==> config.mk <==
export PLATFORM = sky130hd
export DESIGN_NAME = smcs_top
export DESIGN_NICKNAME = d
export VERILOG_FILES = /design/src/verilog/smcs_pkg.sv /design/src/verilog/smcs_top.sv /design/src/verilog/smcs_baud_gen.sv
export SDC_FILE = /design/constraint.sdc
export NUM_CORES = 1
export LEC_CHECK = 0
export ABC_CLOCK_PERIOD_IN_PS = 2200
export BUFFER_PORTS_ARGS = -buffer_cell sky130_fd_sc_hd__buf_2
export CAP_MARGIN = 20
export CORE_ASPECT_RATIO = 0.7
export CORE_MARGIN = 1.5
export CORE_UTILIZATION = 40
export CTS_CLUSTER_DIAMETER = 120
export DETAILED_ROUTE_END_ITERATION = 6
export HOLD_SLACK_MARGIN = 0.02
export PLACE_DENSITY = 0.67
export SYNTH_ARGS = -nofsm -noshare
export SYNTH_HDL_FRONTEND = slang
export SYNTH_HIERARCHICAL = 1
export SYNTH_SLANG_ARGS = --single-unit
export TNS_END_PERCENT = 1
==> constraint.sdc <==
create_clock -name pclk -period 2.2 [get_ports pclk]
set_clock_uncertainty 0.15 [all_clocks]
set_input_delay 0.11 -clock pclk [delete_from_list [all_inputs] [get_ports pclk]]
set_output_delay 0.11 -clock pclk [all_outputs]
set_load 0.02 [all_outputs]
==> src/verilog/smcs_pkg.sv <==
package smcs_pkg;
    // register indices; byte address is four times the index
    localparam logic [15:0] STC_IDX     = 16'hffc3;
    localparam logic [15:0] MODE_IDX    = 16'hffd8;
    localparam logic [15:0] BAUD_IDX    = 16'hffd9;
    localparam logic [15:0] CTRL_IDX    = 16'hffda;
    localparam logic [15:0] STATUS_IDX  = 16'hffdb;
    localparam logic [15:0] RXDATA_IDX  = 16'hffdc;

    localparam logic [7:0]  STC_RESET   = 8'hf8;
    localparam logic [7:0]  STC_ONES    = 8'hf8;
    localparam logic [7:0]  MODE_RESET  = 8'h00;
    localparam logic [7:0]  BAUD_RESET  = 8'hff;
    localparam logic [7:0]  CTRL_RESET  = 8'h00;

    localparam int unsigned STC_MPE     = 2;
    localparam int unsigned STC_TCS_HI  = 1;
    localparam int unsigned STC_TCS_LO  = 0;

    localparam int unsigned MD_SYNC     = 7;
    localparam int unsigned MD_CHAR7    = 6;
    localparam int unsigned MD_PAR_EN   = 5;
    localparam int unsigned MD_PAR_ODD  = 4;
    localparam int unsigned MD_STOP2    = 3;
    localparam int unsigned MD_MP_SEL   = 2;
    localparam int unsigned MD_PRE_HI   = 1;
    localparam int unsigned MD_PRE_LO   = 0;

    localparam int unsigned CT_RX_EN    = 4;
    localparam int unsigned CT_CKS_HI   = 1;
    localparam int unsigned CT_CKS_LO   = 0;

    localparam int unsigned ST_FULL     = 0;
    localparam int unsigned ST_OVR      = 1;
    localparam int unsigned ST_FER      = 2;
    localparam int unsigned ST_PER      = 3;
    localparam int unsigned ST_BRK      = 4;
    localparam int unsigned ST_MPB      = 5;

    localparam logic [5:0]  PRE_LAST_1  = 6'h00;
    localparam logic [5:0]  PRE_LAST_4  = 6'h03;
    localparam logic [5:0]  PRE_LAST_16 = 6'h0f;
    localparam logic [5:0]  PRE_LAST_64 = 6'h3f;
    localparam logic [1:0]  QUART_LAST  = 2'h3;

    localparam logic [3:0]  SAMPLE_TICK = 4'h7;
    localparam logic [2:0]  LAST_BIT_8  = 3'h7;
    localparam logic [2:0]  LAST_BIT_7  = 3'h6;

    typedef enum logic [2:0] {
        RX_IDLE,
        RX_START,
        RX_DATA,
        RX_EXTRA,
        RX_STOP
    } smcs_rx_state_type;
endpackage

==> src/verilog/smcs_top.sv <==
`timescale 1ns/1ps
// How it works
// - reset loads control register with f8, mp enable and timer select clear
// - bits 7 to 3 of control register ignore writes, read one
// - mp enable clear keeps mp framing off regardless of mode select
// - mp enable set plus mode mp select gives multiprocessor async frames
// - control bits 1 and 0 stored and forwarded as timer clock select
// - mode bit 7 picks async when zero, clocked sync when one
// - async mode bit 6 picks eight data bits at zero, seven at one
// - async mode bit 3 picks one stop bit at zero, two at one
// - parity enable adds parity bit; mp bit replaces parity when active
// - async receiver flags framing, parity, overrun and line break
// - sync mode uses eight bits, no mp, parity or stop bits
// - sync mode receive errors are overrun only
// - async, both clock bits zero: baud generator, clock pin unused
// - async, high zero low one: baud generator, pin outputs bit clock
// - async, high bit one: clock pin input at sixteen times bit rate
// - sync, high bit zero: baud generator, clock pin driven as output
// - sync, high bit one: shift on far side clock, no baud generator
// - baud prescale codes 0 to 3 divide clock by 1, 4, 16, 64
// - async receiver syncs on start edge, samples at count 8 of 16
module smcs_top (
    input  wire logic        pclk,
    input  wire logic        presetn,
    input  wire logic        psel,
    input  wire logic        penable,
    input  wire logic        pwrite,
    input  wire logic [31:0] paddr,
    input  wire logic [31:0] pwdata,
    output logic      [31:0] prdata,
    output logic             pready,
    output logic             pslverr,
    input  wire logic        rxd,
    input  wire logic        sck_in,
    output logic             sck_out,
    output logic             sck_oe,
    output logic      [1:0]  timer_clk_sel
);
    logic [7:0]  stc_reg;
    logic [7:0]  stc_next;
    logic [7:0]  mode_reg;
    logic [7:0]  mode_next;
    logic [7:0]  baud_reg;
    logic [7:0]  baud_next;
    logic [7:0]  ctrl_reg;
    logic [7:0]  ctrl_next;
    logic [31:0] prdata_reg;
    logic [31:0] prdata_next;
    logic        pready_reg;
    logic        pready_next;
    logic        pslverr_reg;
    logic        pslverr_next;
    logic        setup;
    logic        wr;
    logic        rd;
    logic        mapped;
    logic        is_sync;
    logic        mp_active;
    logic        parity_active;
    logic        char7;
    logic        stop2;
    logic        ext_clk;
    logic        sck_drive;
    logic        rx_en;
    logic        baud_tick;
    logic        sck_prev_reg;
    logic        sck_rise;
    logic        tick16;
    logic        sync_edge;
    logic        tog_ok;
    logic        sck_int_reg;
    logic        sck_int_next;
    logic [3:0]  bclk_reg;
    logic [3:0]  bclk_next;
    logic        sck_out_reg;
    logic        sck_out_next;
    logic        sck_oe_reg;
    smcs_pkg::smcs_rx_state_type state_reg;
    smcs_pkg::smcs_rx_state_type state_next;
    logic [3:0]  timer_counter_8b_reg;
    logic [3:0]  timer_counter_8b_next;
    logic [2:0]  bit_reg;
    logic [2:0]  bit_next;
    logic [7:0]  shift_reg;
    logic [7:0]  shift_next;
    logic        pbit_reg;
    logic        pbit_next;
    logic        stopn_reg;
    logic        stopn_next;
    logic        ferr_reg;
    logic        ferr_next;
    logic        deliver;
    logic        del_fer;
    logic        del_per;
    logic [7:0]  rx_word;
    logic [7:0]  rxdata_reg;
    logic [7:0]  rxdata_next;
    logic [5:0]  flag_reg;
    logic [5:0]  flag_next;
    logic [31:0] status_word;

    function automatic logic addr_hit(input logic [31:0] addr,
                                      input logic [15:0] idx);
        addr_hit = (addr[31:18] == 14'h0000) && (addr[17:2] == idx)
                   && (addr[1:0] == 2'h0);
    endfunction

    // effective frame format
    assign is_sync       = mode_reg[smcs_pkg::MD_SYNC];
    assign mp_active     = !is_sync && mode_reg[smcs_pkg::MD_MP_SEL]
                           && stc_reg[smcs_pkg::STC_MPE];
    assign parity_active = !is_sync && mode_reg[smcs_pkg::MD_PAR_EN]
                           && !mp_active;
    assign char7         = !is_sync && mode_reg[smcs_pkg::MD_CHAR7];
    assign stop2         = !is_sync && mode_reg[smcs_pkg::MD_STOP2];
    assign ext_clk       = ctrl_reg[smcs_pkg::CT_CKS_HI];
    assign sck_drive     = !ext_clk
                           && (is_sync || ctrl_reg[smcs_pkg::CT_CKS_LO]);
    assign rx_en         = ctrl_reg[smcs_pkg::CT_RX_EN];

    // baud generator is held stopped whenever the pin supplies the clock
    smcs_baud_gen u_baud (
        .pclk     (pclk),
        .presetn  (presetn),
        .run      (!ext_clk),
        .prescale (mode_reg[smcs_pkg::MD_PRE_HI:smcs_pkg::MD_PRE_LO]),
        .divisor  (baud_reg),
        .tick     (baud_tick)
    );

    // ---------------- apb slave: no wait states, read data registered
    assign setup = psel && !penable;
    assign wr    = psel && penable && pready_reg && pwrite;
    assign rd    = psel && penable && pready_reg && !pwrite;

    assign status_word = {17'h0_0000, sck_drive, ext_clk, stop2, mp_active,
                          parity_active, char7, is_sync, 2'h0, flag_reg};

    always_comb begin
        stc_next     = stc_reg;
        mode_next    = mode_reg;
        baud_next    = baud_reg;
        ctrl_next    = ctrl_reg;
        prdata_next  = prdata_reg;
        mapped       = 1'b1;
        if (addr_hit(paddr, smcs_pkg::STC_IDX)) begin
            prdata_next = {24'h00_0000, stc_reg | smcs_pkg::STC_ONES};
            if (wr) begin
                stc_next = (pwdata[7:0] & ~smcs_pkg::STC_ONES)
                           | smcs_pkg::STC_ONES;
            end
        end else if (addr_hit(paddr, smcs_pkg::MODE_IDX)) begin
            prdata_next = {24'h00_0000, mode_reg};
            if (wr) begin
                mode_next = pwdata[7:0];
            end
        end else if (addr_hit(paddr, smcs_pkg::BAUD_IDX)) begin
            prdata_next = {24'h00_0000, baud_reg};
            if (wr) begin
                baud_next = pwdata[7:0];
            end
        end else if (addr_hit(paddr, smcs_pkg::CTRL_IDX)) begin
            prdata_next = {24'h00_0000, ctrl_reg};
            if (wr) begin
                ctrl_next = pwdata[7:0];
            end
        end else if (addr_hit(paddr, smcs_pkg::STATUS_IDX)) begin
            prdata_next = status_word;
        end else if (addr_hit(paddr, smcs_pkg::RXDATA_IDX)) begin
            prdata_next = {24'h00_0000, rxdata_reg};
        end else begin
            prdata_next = 32'h0000_0000;
            mapped      = 1'b0;
        end
        if (!setup) begin
            prdata_next = prdata_reg;
        end
        pready_next  = setup;
        pslverr_next = setup && !mapped;
    end

    always_ff @(posedge pclk or negedge presetn) begin
        if (!presetn) begin
            stc_reg     <= smcs_pkg::STC_RESET;
            mode_reg    <= smcs_pkg::MODE_RESET;
            baud_reg    <= smcs_pkg::BAUD_RESET;
            ctrl_reg    <= smcs_pkg::CTRL_RESET;
            prdata_reg  <= 32'h0000_0000;
            pready_reg  <= 1'b0;
            pslverr_reg <= 1'b0;
        end else begin
            stc_reg     <= stc_next;
            mode_reg    <= mode_next;
            baud_reg    <= baud_next;
            ctrl_reg    <= ctrl_next;
            prdata_reg  <= prdata_next;
            pready_reg  <= pready_next;
            pslverr_reg <= pslverr_next;
        end
    end

    // ---------------- serial clock pin and bit clocks
    assign sck_rise  = sck_in && !sck_prev_reg;
    assign tick16    = ext_clk ? sck_rise : baud_tick;
    assign tog_ok    = is_sync && !ext_clk && rx_en && (state_reg == smcs_pkg::RX_DATA);
    assign sync_edge = ext_clk ? sck_rise
                               : (baud_tick && tog_ok && !sck_int_reg);

    always_comb begin
        bclk_next    = tick16 ? bclk_reg + 4'h1 : bclk_reg;
        // internal sync clock idles high whenever tog_ok is low, and toggles on each baud tick otherwise
        sck_int_next = 1'b1;
        if (tog_ok) begin
            sck_int_next = baud_tick ? !sck_int_reg : sck_int_reg;
        end
        sck_out_next = is_sync ? sck_int_next : bclk_next[3];
    end

    always_ff @(posedge pclk or negedge presetn) begin
        if (!presetn) begin
            // matches the idle-high pin so release gives no false edge
            sck_prev_reg <= 1'b1;
            sck_int_reg  <= 1'b1;
            bclk_reg     <= 4'h0;
            sck_out_reg  <= 1'b1;
            sck_oe_reg   <= 1'b0;
        end else begin
            sck_prev_reg <= sck_in;
            sck_int_reg  <= sck_int_next;
            bclk_reg     <= bclk_next;
            sck_out_reg  <= sck_out_next;
            sck_oe_reg   <= sck_drive;
        end
    end

    // ---------------- receiver sequencing
    assign rx_word = char7 ? {1'b0, shift_reg[7:1]} : shift_reg;

    always_comb begin
        state_next = state_reg;
        timer_counter_8b_next  = timer_counter_8b_reg;
        bit_next   = bit_reg;
        shift_next = shift_reg;
        pbit_next  = pbit_reg;
        stopn_next = stopn_reg;
        ferr_next  = ferr_reg;
        deliver    = 1'b0;
        del_fer    = 1'b0;
        if (!rx_en) begin
            state_next = smcs_pkg::RX_IDLE;
        end else if (is_sync) begin
            case (state_reg)
                smcs_pkg::RX_DATA: begin
                    if (sync_edge) begin
                        shift_next = {rxd, shift_reg[7:1]};
                        bit_next   = bit_reg + 3'h1;
                        deliver    = (bit_reg == smcs_pkg::LAST_BIT_8);
                    end
                end
                default: begin
                    state_next = smcs_pkg::RX_DATA;
                    bit_next   = 3'h0;
                end
            endcase
        end else if (tick16) begin
            timer_counter_8b_next = timer_counter_8b_reg + 4'h1;
            case (state_reg)
                smcs_pkg::RX_IDLE: begin
                    if (!rxd) begin
                        state_next = smcs_pkg::RX_START;
                        timer_counter_8b_next  = 4'h0;
                    end
                end
                smcs_pkg::RX_START: begin
                    if (timer_counter_8b_reg == smcs_pkg::SAMPLE_TICK) begin
                        state_next = rxd ? smcs_pkg::RX_IDLE : smcs_pkg::RX_DATA;
                        bit_next   = 3'h0;
                        pbit_next  = 1'b0;
                        ferr_next  = 1'b0;
                        stopn_next = 1'b0;
                    end
                end
                smcs_pkg::RX_DATA: begin
                    if (timer_counter_8b_reg == smcs_pkg::SAMPLE_TICK) begin
                        shift_next = {rxd, shift_reg[7:1]};
                        bit_next   = bit_reg + 3'h1;
                        if (bit_reg == (char7 ? smcs_pkg::LAST_BIT_7
                                              : smcs_pkg::LAST_BIT_8)) begin
                            state_next = (parity_active || mp_active)
                                       ? smcs_pkg::RX_EXTRA : smcs_pkg::RX_STOP;
                        end
                    end
                end
                smcs_pkg::RX_EXTRA: begin
                    if (timer_counter_8b_reg == smcs_pkg::SAMPLE_TICK) begin
                        pbit_next  = rxd;
                        state_next = smcs_pkg::RX_STOP;
                    end
                end
                default: begin
                    if (timer_counter_8b_reg == smcs_pkg::SAMPLE_TICK) begin
                        ferr_next = ferr_reg || !rxd;
                        if (stop2 && !stopn_reg) begin
                            stopn_next = 1'b1;
                        end else begin
                            deliver    = 1'b1;
                            del_fer    = ferr_reg || !rxd;
                            state_next = smcs_pkg::RX_IDLE;
                        end
                    end
                end
            endcase
        end
        del_per = deliver && parity_active
                  && (^rx_word ^ pbit_reg ^ mode_reg[smcs_pkg::MD_PAR_ODD]);
    end

    always_ff @(posedge pclk or negedge presetn) begin
        if (!presetn) begin
            state_reg <= smcs_pkg::RX_IDLE;
            timer_counter_8b_reg  <= 4'h0;
            bit_reg   <= 3'h0;
            shift_reg <= 8'h00;
            pbit_reg  <= 1'b0;
            stopn_reg <= 1'b0;
            ferr_reg  <= 1'b0;
        end else begin
            state_reg <= state_next;
            timer_counter_8b_reg  <= timer_counter_8b_next;
            bit_reg   <= bit_next;
            shift_reg <= shift_next;
            pbit_reg  <= pbit_next;
            stopn_reg <= stopn_next;
            ferr_reg  <= ferr_next;
        end
    end

    // ---------------- receive flags; a new character beats a clear
    always_comb begin
        flag_next   = flag_reg;
        rxdata_next = rxdata_reg;
        if (wr && addr_hit(paddr, smcs_pkg::STATUS_IDX)) begin
            flag_next[smcs_pkg::ST_BRK:smcs_pkg::ST_OVR] =
                flag_reg[smcs_pkg::ST_BRK:smcs_pkg::ST_OVR]
                & ~pwdata[smcs_pkg::ST_BRK:smcs_pkg::ST_OVR];
        end
        if (rd && addr_hit(paddr, smcs_pkg::RXDATA_IDX)) begin
            flag_next[smcs_pkg::ST_FULL] = 1'b0;
        end
        if (deliver) begin
            if (flag_next[smcs_pkg::ST_FULL]) begin
                // unread character is kept, the new one is lost
                flag_next[smcs_pkg::ST_OVR] = 1'b1;
            end else begin
                rxdata_next                  = rx_word;
                flag_next[smcs_pkg::ST_FULL] = 1'b1;
                flag_next[smcs_pkg::ST_MPB]  = mp_active && pbit_reg;
                if (del_fer) begin
                    flag_next[smcs_pkg::ST_FER] = 1'b1;
                end
                if (del_per) begin
                    flag_next[smcs_pkg::ST_PER] = 1'b1;
                end
                if (del_fer && rx_word == 8'h00 && !pbit_reg) begin
                    flag_next[smcs_pkg::ST_BRK] = 1'b1;
                end
            end
        end
    end

    always_ff @(posedge pclk or negedge presetn) begin
        if (!presetn) begin
            flag_reg   <= 6'h00;
            rxdata_reg <= 8'h00;
        end else begin
            flag_reg   <= flag_next;
            rxdata_reg <= rxdata_next;
        end
    end

    assign prdata        = prdata_reg;
    assign pready        = pready_reg;
    assign pslverr       = pslverr_reg;
    assign sck_out       = sck_out_reg;
    assign sck_oe        = sck_oe_reg;
    assign timer_clk_sel = stc_reg[smcs_pkg::STC_TCS_HI:smcs_pkg::STC_TCS_LO];
endmodule

==> src/verilog/smcs_baud_gen.sv <==
`timescale 1ns/1ps
module smcs_baud_gen (
    input  wire logic       pclk,
    input  wire logic       presetn,
    input  wire logic       run,
    input  wire logic [1:0] prescale,
    input  wire logic [7:0] divisor,
    output logic            tick
);
    logic [5:0] pre_reg;
    logic [5:0] pre_next;
    logic [7:0] div_reg;
    logic [7:0] div_next;
    logic [1:0] quart_reg;
    logic [1:0] quart_next;
    logic       tick_reg;
    logic       tick_next;

    function automatic logic [5:0] pre_last(input logic [1:0] code);
        case (code)
            2'h0:    pre_last = smcs_pkg::PRE_LAST_1;
            2'h1:    pre_last = smcs_pkg::PRE_LAST_4;
            2'h2:    pre_last = smcs_pkg::PRE_LAST_16;
            default: pre_last = smcs_pkg::PRE_LAST_64;
        endcase
    endfunction

    // tick every 4 * prescale factor (1, 4, 16 or 64 for codes 0 to 3) * (divisor + 1) clocks
    always_comb begin
        pre_next   = pre_reg;
        div_next   = div_reg;
        quart_next = quart_reg;
        tick_next  = 1'b0;
        if (!run) begin
            pre_next   = 6'h00;
            div_next   = 8'h00;
            quart_next = 2'h0;
        end else if (pre_reg >= pre_last(prescale)) begin
            pre_next = 6'h00;
            if (div_reg >= divisor) begin
                div_next   = 8'h00;
                quart_next = quart_reg + 2'h1;
                tick_next  = (quart_reg == smcs_pkg::QUART_LAST);
            end else begin
                div_next = div_reg + 8'h01;
            end
        end else begin
            pre_next = pre_reg + 6'h01;
        end
    end

    always_ff @(posedge pclk or negedge presetn) begin
        if (!presetn) begin
            pre_reg   <= 6'h00;
            div_reg   <= 8'h00;
            quart_reg <= 2'h0;
            tick_reg  <= 1'b0;
        end else begin
            pre_reg   <= pre_next;
            div_reg   <= div_next;
            quart_reg <= quart_next;
            tick_reg  <= tick_next;
        end
    end

    assign tick = tick_reg;
endmodule

# [After elaboration in Yosys (flattened, before gate mapping)]
# Index checks and enable logic that the tools add are counted.
# W data, S select, Z words.
[totals] ff_bits=121 inputBits=71 output_inout_bits=38 elab_cells=248
[op_classes] addsub=6 n_lt_le_gt_ge=2 eq_ne=30 n_mux=92 n_bitwise=10 reduce_logical=81
[op_table] op="$eq A16 B16 Y1 const B" n=6
[op_table] op="$mux W8" n=11
[op_table] op="$mux W15" n=5
[op_table] op="$mux W3" n=19
[op_table] op="$logic_and A1 B1 Y1" n=39
[op_table] op="$mux W1" n=39
[op_table] op="$mux W6" n=3
[op_table] op="$pmux W6 S3" n=1
[op_table] op="$reduce_and A6 Y1" n=3
[op_table] op="$mux W4" n=4
[op_table] op="$reduce_and A5 Y1" n=3
[op_table] op="$logic_not A14 Y1" n=1
[op_table] op="$ne A3 B2 Y1 const B" n=4
[op_table] op="$ne A4 B4 Y1 const B" n=3
[op_table] op="$pmux W3 S4" n=1
[op_table] op="$reduce_bool A2 Y1" n=6
[op_table] op="$logic_not A1 Y1" n=11
[op_table] op="$ne A3 B3 Y1 const B" n=3
[op_table] op="$reduce_and A9 Y1" n=1
[op_table] op="$add A4 B1 Y4 const B" n=2
[op_table] op="$add A8 B1 Y8 const B" n=1
[op_table] op="$ge A8 B8 Y1" n=1
[op_table] op="$logic_not A8 Y1" n=1
[op_table] op="$mux W2" n=4
[op_table] op="32 further kinds" n=49

# [Longest topological paths before layout]
[logic_depth] depth_word=16 mapped_depth=10 ltp_nobuf=9

# [Hierarchy]
# The synthesis kept the hierarchy.
[modules_own_cells] mod="smcs_top" instances=1 cells_each=430 area_each_um2=4709.5
[modules_own_cells] mod="smcs_baud_gen" instances=1 cells_each=127 area_each_um2=1183.6

# [Worst setup path before layout]
# Ideal clock, no wire load.
[synth_timing] kind="register -> register" start="register mode_reg[7]" end="register flag_reg[3]" setup_time_ns=0.121 arrival_ns=2.120 required_ns=1.929 setup_slack_ns=-0.190 path_stages_with_launch=11 path_buffers=1 cell_sequence="dfrtp_1 -> clkbuf_1 -> inv_2 -> nand2_1 -> mux2i_1 -> ha_1 -> xor2_1 -> xnor2_1 -> xnor2_1 -> nor2_1 -> a22o_1"
[synth_between] elab_chain_cells=15 elab_cells_between_ends=32
[synth_rtl] element="start, declared" line="smcs_top.sv:41" text="logic [7:0] mode_reg;"
[synth_rtl] element="start signal, assigned" line="smcs_top.sv:185" text="mode_reg <= smcs_pkg::MODE_RESET;"
[synth_rtl] element="start signal, assigned" line="smcs_top.sv:193" text="mode_reg <= mode_next;"
[synth_rtl] element="$logic_and A1 B1 Y1 (3 in a row)" line="smcs_top.sv:205" text="assign tog_ok = is_sync && !ext_clk && rx_en && (state_reg == smcs_pkg::RX_DATA);"
[synth_rtl] element="$logic_and A1 B1 Y1 (2 in a row)" line="smcs_top.sv:207" text=": (baud_tick && tog_ok && !sck_int_reg);"
[synth_rtl] element="$mux W1" line="smcs_top.sv:206" text="assign sync_edge = ext_clk ? sck_rise"
[synth_rtl] element="$mux W1" line="smcs_top.sv:254" text="if (sync_edge) begin"
[synth_rtl] element="$mux W1" line="smcs_top.sv:252" text="case (state_reg)"
[synth_rtl] element="$mux W1" line="smcs_top.sv:251" text="end else if (is_sync) begin"
[synth_rtl] element="$mux W1" line="smcs_top.sv:249" text="if (!rx_en) begin"
[synth_rtl] element="$logic_and A1 B1 Y1" line="smcs_top.sv:314" text="del_per = deliver && parity_active"
[synth_rtl] element="$logic_and A1 B1 Y1" line="smcs_top.sv:315" text="&& (^rx_word ^ pbit_reg ^ mode_reg[smcs_pkg::MD_PAR_ODD]);"
[synth_rtl] element="$mux W1" line="smcs_top.sv:361" text="if (del_per) begin"
[synth_rtl] element="$mux W3" line="smcs_top.sv:351" text="if (flag_next[smcs_pkg::ST_FULL]) begin"
[synth_rtl] element="$mux W5 *" line="smcs_top.sv:350" text="if (deliver) begin"
[synth_rtl] element="net flag_next[3]" line="smcs_top.sv:99" text="logic [5:0] flag_next;"
[synth_rtl] element="end signal, assigned" line="smcs_top.sv:376" text="flag_reg <= flag_next;"
[synth_rtl] element="end, declared" line="smcs_top.sv:98" text="logic [5:0] flag_reg;"
# Mark *: on every way through the listed nets, which the timed path passes. The rest lies on a longest branch.
# A chain may end at the register's enable or synchronous reset.

# [Worst setup path after layout]
[layout_timing] start="register mode_reg[1]" end="register u_baud.div_reg[6]"
[layout_between] elab_chain_cells=5 elab_cells_between_ends=7
[layout_rtl] element="$eq A2 B2 Y1 (tied with other cells)" line="smcs_baud_gen.sv:20" text="case (code)"
[layout_rtl] element="$pmux W6 S3 *" line="smcs_baud_gen.sv:20"
[layout_rtl] element="$mux W6 *" line="smcs_baud_gen.sv:34" text="if (!run) begin"
[layout_rtl] element="$ge A6 B6 Y1 *" line="smcs_baud_gen.sv:38" text="end else if (pre_reg >= pre_last(prescale)) begin"
[layout_rtl] element="$reduce_bool A2 Y1 (no line) *"
[layout_rtl] element="end signal, assigned" line="smcs_baud_gen.sv:60" text="div_reg <= div_next;"
[layout_rtl] element="end, declared" line="smcs_baud_gen.sv:12" text="logic [7:0] div_reg;"
# Every way passes the cells marked *; elsewhere a longest branch is shown, timed or not. The select of a mux whose other input is x is not followed.

==> results.tsv <==
metric	value	unit
dp_cells	838	
cts_sinks	104	
violations	negative setup slack	
clk_path_buf_depth	2	
ys.flop_type	dfrtp_1	
hold_violations	0	
cts_tree	yes	
grt_pass1_vias	4741	
nNetsFinal	767	
synthCells	557	
synth_top_cell_area_share	39.5	%
crit_chain	or2_4 -> ha_4 -> nor3b_1 -> or3_4 -> o211ai_2 -> buf_6 -> o21ai_2 -> a22o_1	
setup_viol_count_final	7	
maxSlewViolCount	0	
rsz0062_at_grt	true	
fmaxAchievable	442	MHz
dieHeight	105	um
core	0.0141	mm^2
crit_slowest_cell	dfrtp_1	
grt_pass1_wl	24.1	mm
crit_arrival	2360	ps
cts_inserted_buffers	9	
synth-xor-area-share	2.23	%
maxSlewHeadroom	50.8	%
place_hpwl	11.4	mm
routedWlPerCell	17.4	um
worst_slack	-62.4	ps
grt-ovfl-total	0	
ios	109	
final_core_util	51.0	%
worst-setup-path-type	reg2reg	
vias	4715	
cp-end-kind	flip-flop	
fin_crit	2260	ps
synthMuxAreaShare	11.8	%
clockRootBuffer	clkbuf_16	
critPathMaxStageDelay	400	ps
cp.required	2300	ps
dieWidth	148	um
synth-async-reset-ratio	100	%
synth_area_leader_cell	dfrtp_1	
worstSkewPairLatency	360	ps
h-tree-depth	3	
antenna_found_initial	0	
min_path_type	in2reg	
initial_core_util	41.7	%
final_cells	868	
gp_congestion	0.840	
path_max_fanout	8	
synth_seq_area_share	44.4	%
synth_area_leaders	dfrtp_1 39%, mux2_1 5.2%, dfstp_2 4.9%	
grtUsageTotal	20.0	%
critPathLaunchType	flip-flop	
postRouteAntennaNets	0	
synth-compound-area-share	13.4	%
ys.warnings.count	6	
syn_to_final_growth	22.3	%
min_period_over_period	103	%
drt_pass1_iterations	4	
clk_pin_slew_worst_paths	70	ps
drive_gt1_share	28.6	%
antenna_cells	0	
outcome	finished, violations left	
synthAdderAreaFrac	4.88	%
whs	143	ps
avgSynthCellArea	10.6	um^2
die_area	0.0155	mm^2
leakagePower	3.41	nW
synth_top_family_by_area	simple AND/OR/NAND/NOR gates	
drtIter0Drc	259	
rows	36	
synth_cell_types	72	
io_buffers	67	
max_slew.worst_pin.slew	738	ps
largest_register_ffs	15	
maxCapViolCount	0	
peakVddDrop	322	uV
routed_wl	15.1	mm
p_per_area	536	mW/mm^2
ys_ff_latch	104	
grt_max_degree	53	
routed_via_density	5.43	
synth_edf_count	0	
drc_errors	0	
synthesis.area	0.00589	mm^2
yosys.area_share.simple	17.3	%
## final timing paths
path	endpoint	startpoint	slack (ps)	cells after the start
min in group asynchronous	u_baud/pre_reg[4]$_DFF_PN0_	presetn	230	2
max reg2reg	u_baud/div_reg[6]$_DFFE_PN0P_	mode_reg[1]$_DFFE_PN0P_	-60	8
min	flag_reg[0]$_DFF_PN0_	pwrite	140	5
max in group asynchronous	u_baud/div_reg[7]$_DFFE_PN0P_	presetn	1020	3
min reg2reg	bclk_reg[2]$_DFFE_PN0N_	bclk_reg[2]$_DFFE_PN0N_	330	1
max	u_baud/div_reg[6]$_DFFE_PN0P_	mode_reg[1]$_DFFE_PN0P_	-60	8
## area by class of cell
cell class                      count  area (um^2)
Clock buffer                       10          229
Clock inverter                      6         68.8
Fill cell                        1257         6930
Inverter                           27          101
Multi-Input combinational cell    405         3100
Sequential cell                   104         2620
Tap cell                          190          238
Timing Repair Buffer              126          858
## critical path: cells and delay by family (launching register included)
| kind | cells | cell delay [ps] |
|---|---|---|
| compound gates | 3 | 470 |
| buf+inv | 1 | 160 |
| flops | 1 | 400 |
| simple gates | 3 | 710 |
| fa+ha+maj | 1 | 260 |
## timing repair
action / 4_1_cts / 5_1_grt
buffers inserted: 1 / 0
hold buffers: 13 / 0
pin swaps: 4 / 13
gates cloned: 0 / 0
resized for setup: 11 / 15
setup endpoints to repair: 11 / 29
hold endpoints to repair: 74 / 0
## where the power goes
| group | switching (mW) | internal [mW] |
|---|---|---|
| clock network | 0.747 | 0.889 |
| logic | 0.184 | 0.0971 |
| registers | 0.0127 | 1.93 |
## cells in the final DEF (no fill, tap or decap), types with 15 or more instances in the layout
cell / instances
ha_1: 21
a21oi_1: 15
nor2_1: 33
buf_4: 42
inv_1: 24
conb_1: 17
dfrtp_1: 93
nand2_1: 46
o21ai_0: 16
buf_2: 66
mux2_1: 27
## metrics by stage
stage | TNS [ps] | instance area (um^2) | power [mW] | worst slack (ps)
2_1_floorplan | -279 | 5960 | 2.11 | -70.1
3_3_place_gp | -297 | 6660 | 2.24 | -67.5
3_5_place_dp | -780 | 6660 | 2.24 | -125
4_1_cts | -1.16 | 7150 | 3.89 | -1.16
5_1_grt | -1180 | 7210 | 3.98 | -117
6_report | -322 | 7210 | 3.86 | -62.4
## cell families after synthesis
| kind of cell | Yosys count |
|---|---|
| XOR/XNOR | 15 |
| AND/OR/NAND/NOR | 177 |
| flip-flops | 104 |
| AO/OA/AOI/OAI | 112 |
| adder cells (fa/ha/maj) | 23 |
| multiplexers | 61 |
| other | 1 |
| buffers and inverters | 64 |
## layer usage
metal | routed length, um | GRT usage, % | vias up
met5 | 0 | 0 | -
met3 | 1050 | 3.36 | 18
met2 | 6690 | 30.3 | 167
met1 | 7200 | 29.0 | 2316
met4 | 206 | 6.29 | 0
li1 | - | - | 2214
## cells in the mapped netlist, types with 3 or more instances
library cell,instances
nand2b_1,13
a22o_1,13
inv_1,25
o31ai_1,4
nand2_1,47
nor3_1,7
buf_6,4
ha_1,23
and3_2,3
a21o_1,5
xnor2_1,10
xor2_1,5
and3_1,7
nor4_1,6
dfrtp_1,93
and4b_1,4
mux2_4,8
buf_4,20
o21a_1,4
nor2_1,33
nand3_1,13
o2bb2ai_1,4
clkbuf_1,11
a21oi_1,15
mux2_2,9
o21ai_1,12
mux2i_1,17
nand3b_1,3
a32oi_1,9
dfstp_2,11
nor4_4,3
a211oi_1,6
mux2_1,27
o21ai_0,19
nand4_1,5
nor2b_1,8
nor3b_1,3
(Power assumes the default switching activity.)
